===== src/pilc_pkg.sv =====
// Package of constants and types for the parallel I/O line controller
package pilc_pkg;

	// ==========================================================
	// Sizes
	localparam int LINE_W = 32;
	localparam int ADDR_W = 8;

	// ==========================================================
	// Register byte offsets
	localparam logic [7:0] OFS_OWNER_EN   = 8'h00;
	localparam logic [7:0] OFS_OWNER_DIS  = 8'h04;
	localparam logic [7:0] OFS_OWNER_STS  = 8'h08;
	localparam logic [7:0] OFS_DRV_EN     = 8'h10;
	localparam logic [7:0] OFS_DRV_DIS    = 8'h14;
	localparam logic [7:0] OFS_DRV_STS    = 8'h18;
	localparam logic [7:0] OFS_FILT_EN    = 8'h20;
	localparam logic [7:0] OFS_FILT_DIS   = 8'h24;
	localparam logic [7:0] OFS_FILT_STS   = 8'h28;
	localparam logic [7:0] OFS_LVL_SET    = 8'h30;
	localparam logic [7:0] OFS_LVL_CLR    = 8'h34;
	localparam logic [7:0] OFS_LVL_STS    = 8'h38;
	localparam logic [7:0] OFS_PIN_STS    = 8'h3C;
	localparam logic [7:0] OFS_CHG_STS    = 8'h4C;
	localparam logic [7:0] OFS_SEL_A      = 8'h70;
	localparam logic [7:0] OFS_SEL_B      = 8'h74;
	localparam logic [7:0] OFS_SEL_STS    = 8'h78;
	localparam logic [7:0] OFS_PERMIT_EN  = 8'hA0;
	localparam logic [7:0] OFS_PERMIT_DIS = 8'hA4;
	localparam logic [7:0] OFS_PERMIT_STS = 8'hA8;

	// ==========================================================
	// Reset values
	localparam logic [31:0] RST_ZERO       = 32'h00000000;
	localparam logic [31:0] RST_OWNER_DFLT = 32'hFFFFFFFF;
	localparam logic [31:0] RST_LINE_MASK  = 32'hFFFFFFFF;

	// ==========================================================
	// Peripheral drive of all lines
	typedef struct packed {
		logic [31:0] out;
		logic [31:0] oe;
	} pilc_drive_s;

	// ==========================================================
	// Complete module state
	typedef struct packed {
		logic [31:0] owner;
		logic [31:0] drv;
		logic [31:0] filt;
		logic [31:0] lvl;
		logic [31:0] absel;
		logic [31:0] permit;
		logic [31:0] chg;
		logic [31:0] sync1;
		logic [31:0] sync2;
		logic [31:0] sync3;
		logic [31:0] filt_lvl;
		logic [31:0] prev_lvl;
		logic [31:0] rdata;
	} pilc_state_s;

endpackage


===== src/pilc_top.sv =====
// Parallel I/O line controller: per-line control registers and pad mux
//
// Design decision made here: the address-and-strobe port.
`timescale 1ns/100ps

module pilc_top #(
	parameter logic [31:0] OWNER_RESET = pilc_pkg::RST_OWNER_DFLT,
	parameter logic [31:0] LINE_MASK   = pilc_pkg::RST_LINE_MASK
) (
	input  wire logic                  mclk_i,
	input  wire logic                  rst_i,
	input  wire logic [7:0]            addr_i,
	input  wire logic [31:0]           wr_data_i,
	input  wire logic                  wr_i,
	input  wire logic                  rd_i,
	output logic [31:0]                rd_data_o,
	input  wire logic [31:0]           pad_in_i,
	output logic [31:0]                pad_out_o,
	output logic [31:0]                pad_oe_n_o,
	input  wire pilc_pkg::pilc_drive_s periph_a_i,
	input  wire pilc_pkg::pilc_drive_s periph_b_i,
	output logic [31:0]                periph_in_o
);

	// ==========================================================
	// Parameter checks
	if ((OWNER_RESET & ~LINE_MASK) != pilc_pkg::RST_ZERO) begin
		$error("Owner reset value names undefined lines");
	end
	if (LINE_MASK == pilc_pkg::RST_ZERO) begin
		$error("Line mask defines no line");
	end

	// ==========================================================
	// Helpers
	function automatic logic hit(
		input logic       stb,
		input logic [7:0] a,
		input logic [7:0] ofs
	);
		return stb && (a == ofs);
	endfunction

	function automatic logic [31:0] setclr(
		input logic [31:0] cur,
		input logic [31:0] set,
		input logic [31:0] clr
	);
		return (cur | (set & LINE_MASK)) & ~(clr & LINE_MASK);
	endfunction

	function automatic logic [31:0] pick(
		input logic [31:0] sel,
		input logic [31:0] one,
		input logic [31:0] zero
	);
		return (sel & one) | (~sel & zero);
	endfunction

	// ==========================================================
	// State
	pilc_pkg::pilc_state_s q;
	pilc_pkg::pilc_state_s d;

	logic [31:0] stable;
	logic [31:0] cur_lvl;
	logic [31:0] change;
	logic [31:0] set_w;
	logic [31:0] clr_w;
	logic [31:0] sel_out;
	logic [31:0] sel_oe;
	logic [31:0] line_oe;
	logic [31:0] wmask;

	// ==========================================================
	// Next state
	always_comb begin
		d = q;
		set_w = pilc_pkg::RST_ZERO;
		clr_w = pilc_pkg::RST_ZERO;

		// Input synchroniser, third stage only feeds the filter
		d.sync1 = pad_in_i;
		d.sync2 = q.sync1;
		d.sync3 = q.sync2;

		// Filter takes a level once it held two samples
		stable = ~(q.sync2 ^ q.sync3);
		d.filt_lvl = pick(stable, q.sync2, q.filt_lvl);

		// Level seen by readback and change detection
		cur_lvl = pick(q.filt, q.filt_lvl, q.sync2) & LINE_MASK;
		d.prev_lvl = cur_lvl;
		change = cur_lvl ^ q.prev_lvl;

		// Line owner
		if (hit(wr_i, addr_i, pilc_pkg::OFS_OWNER_EN)) begin
			d.owner = setclr(q.owner, wr_data_i, pilc_pkg::RST_ZERO);
		end else if (hit(wr_i, addr_i, pilc_pkg::OFS_OWNER_DIS)) begin
			d.owner = setclr(q.owner, pilc_pkg::RST_ZERO, wr_data_i);
		end

		// Output driver
		if (hit(wr_i, addr_i, pilc_pkg::OFS_DRV_EN)) begin
			d.drv = setclr(q.drv, wr_data_i, pilc_pkg::RST_ZERO);
		end else if (hit(wr_i, addr_i, pilc_pkg::OFS_DRV_DIS)) begin
			d.drv = setclr(q.drv, pilc_pkg::RST_ZERO, wr_data_i);
		end

		// Glitch filter
		if (hit(wr_i, addr_i, pilc_pkg::OFS_FILT_EN)) begin
			d.filt = setclr(q.filt, wr_data_i, pilc_pkg::RST_ZERO);
		end else if (hit(wr_i, addr_i, pilc_pkg::OFS_FILT_DIS)) begin
			d.filt = setclr(q.filt, pilc_pkg::RST_ZERO, wr_data_i);
		end

		// Peripheral function select, A clears and B sets
		if (hit(wr_i, addr_i, pilc_pkg::OFS_SEL_A)) begin
			d.absel = setclr(q.absel, pilc_pkg::RST_ZERO, wr_data_i);
		end else if (hit(wr_i, addr_i, pilc_pkg::OFS_SEL_B)) begin
			d.absel = setclr(q.absel, wr_data_i, pilc_pkg::RST_ZERO);
		end

		// Direct write permit
		if (hit(wr_i, addr_i, pilc_pkg::OFS_PERMIT_EN)) begin
			d.permit = setclr(q.permit, wr_data_i, pilc_pkg::RST_ZERO);
		end else if (hit(wr_i, addr_i, pilc_pkg::OFS_PERMIT_DIS)) begin
			d.permit = setclr(q.permit, pilc_pkg::RST_ZERO, wr_data_i);
		end

		// Queued output level
		if (hit(wr_i, addr_i, pilc_pkg::OFS_LVL_SET)) begin
			set_w = wr_data_i;
		end else if (hit(wr_i, addr_i, pilc_pkg::OFS_LVL_CLR)) begin
			clr_w = wr_data_i;
		end else if (hit(wr_i, addr_i, pilc_pkg::OFS_LVL_STS)) begin
			set_w = wr_data_i & q.permit;
			clr_w = ~wr_data_i & q.permit;
		end
		d.lvl = setclr(q.lvl, set_w, clr_w);

		// Change status, new change wins over read clear
		if (hit(rd_i, addr_i, pilc_pkg::OFS_CHG_STS)) begin
			d.chg = change;
		end else begin
			d.chg = q.chg | change;
		end

		// Read data, one cycle after the strobe
		d.rdata = pilc_pkg::RST_ZERO;
		if (hit(rd_i, addr_i, pilc_pkg::OFS_OWNER_STS)) begin
			d.rdata = q.owner;
		end else if (hit(rd_i, addr_i, pilc_pkg::OFS_DRV_STS)) begin
			d.rdata = q.drv;
		end else if (hit(rd_i, addr_i, pilc_pkg::OFS_FILT_STS)) begin
			d.rdata = q.filt;
		end else if (hit(rd_i, addr_i, pilc_pkg::OFS_LVL_STS)) begin
			d.rdata = q.lvl;
		end else if (hit(rd_i, addr_i, pilc_pkg::OFS_PIN_STS)) begin
			d.rdata = cur_lvl;
		end else if (hit(rd_i, addr_i, pilc_pkg::OFS_CHG_STS)) begin
			d.rdata = q.chg;
		end else if (hit(rd_i, addr_i, pilc_pkg::OFS_SEL_STS)) begin
			d.rdata = q.absel;
		end else if (hit(rd_i, addr_i, pilc_pkg::OFS_PERMIT_STS)) begin
			d.rdata = q.permit;
		end
	end

	// ==========================================================
	// Registers
	always_ff @(posedge mclk_i) begin
		if (rst_i) begin
			q          <= '0;
			q.owner    <= OWNER_RESET;
			q.drv      <= pilc_pkg::RST_ZERO;
			q.filt     <= pilc_pkg::RST_ZERO;
			q.lvl      <= pilc_pkg::RST_ZERO;
			q.absel    <= pilc_pkg::RST_ZERO;
			q.permit   <= pilc_pkg::RST_ZERO;
			q.chg      <= pilc_pkg::RST_ZERO;
			q.prev_lvl <= pilc_pkg::RST_ZERO;
			q.rdata    <= pilc_pkg::RST_ZERO;
		end else begin
			q <= d;
		end
	end

	// ==========================================================
	// Pad and peripheral routing, bit n is line n
	always_comb begin
		wmask = LINE_MASK;
		sel_out = pick(q.absel, periph_b_i.out, periph_a_i.out);
		sel_oe = pick(q.absel, periph_b_i.oe, periph_a_i.oe);
		line_oe = pick(q.owner, q.drv, sel_oe) & wmask;
		pad_out_o = pick(q.owner, q.lvl, sel_out) & wmask;
		pad_oe_n_o = ~line_oe;
	end

	// Peripherals see the unfiltered synchronised input
	assign periph_in_o = q.sync2;
	assign rd_data_o = q.rdata;

endmodule


===== config.mk =====
export PLATFORM = sky130hd
export DESIGN_NAME = pilc_top
export DESIGN_NICKNAME = d
export VERILOG_FILES = /design/src/pilc_pkg.sv /design/src/pilc_top.sv
export SDC_FILE = /design/constraint.sdc
export NUM_CORES = 1
export LEC_CHECK = 0
export BUFFER_PORTS_ARGS = -buffer_cell sky130_fd_sc_hd__buf_2
export CAP_MARGIN = 0
export CORE_MARGIN = 2
export CORE_UTILIZATION = 61
export DETAILED_ROUTE_END_ITERATION = 6
export GPL_TIMING_DRIVEN = 0
export PLACE_DENSITY = 0.86
export SYNTH_ARGS = -nofsm -noshare
export SYNTH_HDL_FRONTEND = slang
export SYNTH_SLANG_ARGS = --single-unit

===== constraint.sdc =====
create_clock -name mclk_i -period 3.4 [get_ports mclk_i]
set_clock_uncertainty 0.2 [all_clocks]
set_input_delay 0 -clock mclk_i [delete_from_list [all_inputs] [get_ports mclk_i]]
set_output_delay 0 -clock mclk_i [all_outputs]
set_load 0.01 [all_outputs]

==> summary.md <==
| Metric | Value |
|---|---|
| Top Usage Layer GRT | met2 |
| Max Fclk | 0.2931 GHz |
| CP required | 3.70 ns |
| Period utilisation layout | 100.3% |
| Post-synth top area share | 44.37% |
| DR vias/cell | 6.661 |
| Num Clock Sinks | 416 |
| Arr. time, crit path | 3.71 ns |
| Row cnt | 64 |
| Max H-tree Level | 2 |
| Grt met3 use | 15.68% |
| Largest net degree at the start of global routing | 16 |
| Pwr Total | 10,930 µW |
| Count of cell types in the netlist | 48 |
| Syn Area/Cell | 8.846 µm² |
| Later-pin clock latency in the skew report | 0.56 ns |
| I/O pin total | 332 |
| Initial drt markers | 2,917 |
| DRC | 2 |
| Critical Path Source | wr_i |
| Slew Limit Headroom | 19.83% |
| Synth Register Bits | 416 |
| Drt first pass iters | 7 |
| Syn_nets | 2,326 |
| Pwr Density | 469.6 nW/µm² |
| Critical Path End Type | flip-flop |
| Lkg Pwr | 0.008688 µW |
| Starting Density | 61.69% |
| Most common cell after layout, fill and taps aside | dfxtp_1 |
| Post-layout min period | 3.411 ns |
| Setup ws final | -0.01143 ns |
| Hold crit path type | primary input to flip-flop |
| Nets | 2,789 |
| Chip width | 179.4 µm |
| Met2 Use GR | 72.98% |
| Max cap viols | 0 |
| Post-CTS Setup Inserts | 0 |
| Core area | 30,430 µm² |
| CP Class | primary input to flip-flop |
| Die Span Y | 179.4 µm |
| Synthesized area | 18,770 µm² |
| Most frequent cells in the layout | dfxtp_1 (416), buf_2 (345), a21oi_1 (248) |
| Slew @ Worst Pin | 1.203 ns |
| Placed insts | 2,847 |
| Largest cells by area after synthesis | dfxtp_1 (44%), mux2i_1 (7.7%), a21oi_1 (6.6%), a311oi_1 (4.5%), nor2b_1 (3.9%) |
| Ys flop type | dfxtp_1 |
| RD Place Congestion | 0.9984 |
| Final Hold Viols | 0 |
| Worst vdd ir | 0.4563 mV |
| First-pass GRT wire length | 117,000 µm |
| Wire per inst | 26.32 µm |
| RSZ-0062 raised after global routing | no |
| Failing checks | design-rule violations, negative setup slack |
| CTS tree | done |
| Clk buf depth | 3 |
| R2R Setup Slk | 1.28 ns |
| Status | finished, violations left |
| Sequential share of the synthesized area | 44.37% |
| Root Driver | clkbuf_16 |
| Leading area contributor after synthesis | dfxtp_1 |
| Setup Total Neg Slack | -0.01143 ns |
| Reg2reg path depth | 4 |
| Diodes inserted | 0 |
| Area delta synth->final | 23.94% |
| Layout cells sized above 1 | 20.60% |
| CP Launch Type | primary input |
| DP HPWL | 52,590 µm |
| Final Non-Filler Cells | 3,012 |
| Aggregate global-route resource usage | 46.98% |
| Synth Instances | 2,122 |
| CTS clk-pin slew, worst paths | 0.06 ns |
| Initial antenna violation count | 0 |
| Vias | 20,060 |
| TritonCTS buffer count | 43 |
| RR Endpoint | rd_data_o[9] |
| Vias in the first global route | 19,570 |
| Met1 usage | 58.40% |
| Final setup fails | 1 |
| Post-route ant nets | 0 |
| Max Slew Vio Count | 0 |
| Number of buffers added on ports | 329 |
| Pre-CTS setup slack | 0.3967 ns |
| Max FO, Critical Path | 10 |
| Synth warn | 0 |
| Die Area | 32,190 µm² |
| Final WL | 79,290 µm |
| Grt ovf | 0 |
| Post-synth EDFFs | 0 |
| Async SR Flop Fraction | 0% |
[Yosys cell counts, types with 2 or more instances]
cell,count
mux2_2,19
and4_1,31
inv_1,10
clkbuf_2,4
o2bb2ai_1,12
o31a_1,19
a221o_1,2
nand3_1,35
a221oi_1,31
and3b_1,2
nor4b_1,3
o21ai_0,123
nand2_1,74
and2_1,2
dfxtp_1,416
a311oi_1,96
buf_1,9
or2_2,29
mux2i_1,144
a22oi_1,19
or4b_1,2
or2_1,5
a21oi_1,248
buf_2,16
and3_1,2
xnor2_1,32
a211oi_1,32
nor2b_1,116
nand4_1,5
nor3_1,15
nand2b_1,32
clkbuf_1,169
o22ai_1,51
buf_4,67
a31oi_1,64
nor2_1,174
[how the worst min path moves through the flow]
stage | start | to | slack, ns | depth (start not counted)
after floorplan | pad_in_i[0] | d[128] | -0.07 | 1
after global placement | pad_in_i[11] | d[139] | 0.006 | 2
after detailed placement | pad_in_i[7] | d[135] | 0.01 | 2
after CTS | pad_in_i[4] | d[132] | 0.0003 | 3
after global routing | pad_in_i[1] | d[129] | 0.03 | 3
final | pad_in_i[25] | d[153] | 0.01 | 3
[final cells by class]
cell class | count | area, µm²
timing repair buffer | 418 | 2537
buffer | 265 | 1272
multi-input combinational | 1431 | 9134
tap | 396 | 495.5
inverter | 10 | 37.54
clock inverter | 16 | 219.0
fill | 1999 | 7166
sequential | 416 | 8328
clock buffer | 60 | 1240
[timing repair]
item | in CTS | in global routing
resized for setup | 0 | 2
hold buffers | 89 | 0
hold endpoints to repair | 228 | 0
setup endpoints to repair | 0 | 2
[power by group]
group	leakage (µW)	total (µW)	switching, µW	internal (µW)
registers	0.00338	5030	68.7	4960
logic	0.00460	939	584	356
clock network	0.000713	4950	2090	2860
[metrics by stage]
step	cell area (µm²)	hold slack, ns	utilization (%)
after floorplan	18770	-0.07182	-
after global placement	20910	0.005907	68.73
after detailed placement	20910	0.01165	68.73
after CTS	23260	0.0002636	76.45
after global routing	23260	0.02684	76.45
final	23260	0.01024	76.45
[critical path, cell delays in order]
cell and delay (ns):
dlygate4sd3_1 0.52, buf_2 0.24, nor4b_1 0.85, clkbuf_1 0.58, clkbuf_1 0.95, a31oi_1 0.22, a31oi_1 0.21, or2_2 0.13
[cell families (layout without fill, tap and decap cells)]
| logic type | Yosys count | after routing | share of synthesized area, % |
|---|---|---|---|
| XOR/XNOR | 32 | 32 | 1.493 |
| AND/OR/NAND/NOR | 538 | 538 | 15.04 |
| buffers and inverters | 275 | 769 | 6.972 |
| multiplexers | 163 | 163 | 8.819 |
| AO/OA/AOI/OAI | 698 | 698 | 23.31 |
| flip-flops | 416 | 416 | 44.37 |
[metal layers]
layer / up-vias / wire [µm]
met5: - / 0
met4: 0 / 4327
li1: 8596 / -
met1: 9372 / 28630
met2: 1720 / 34680
met3: 376 / 11640
Note: power is estimated with default switching activity, not from simulation.
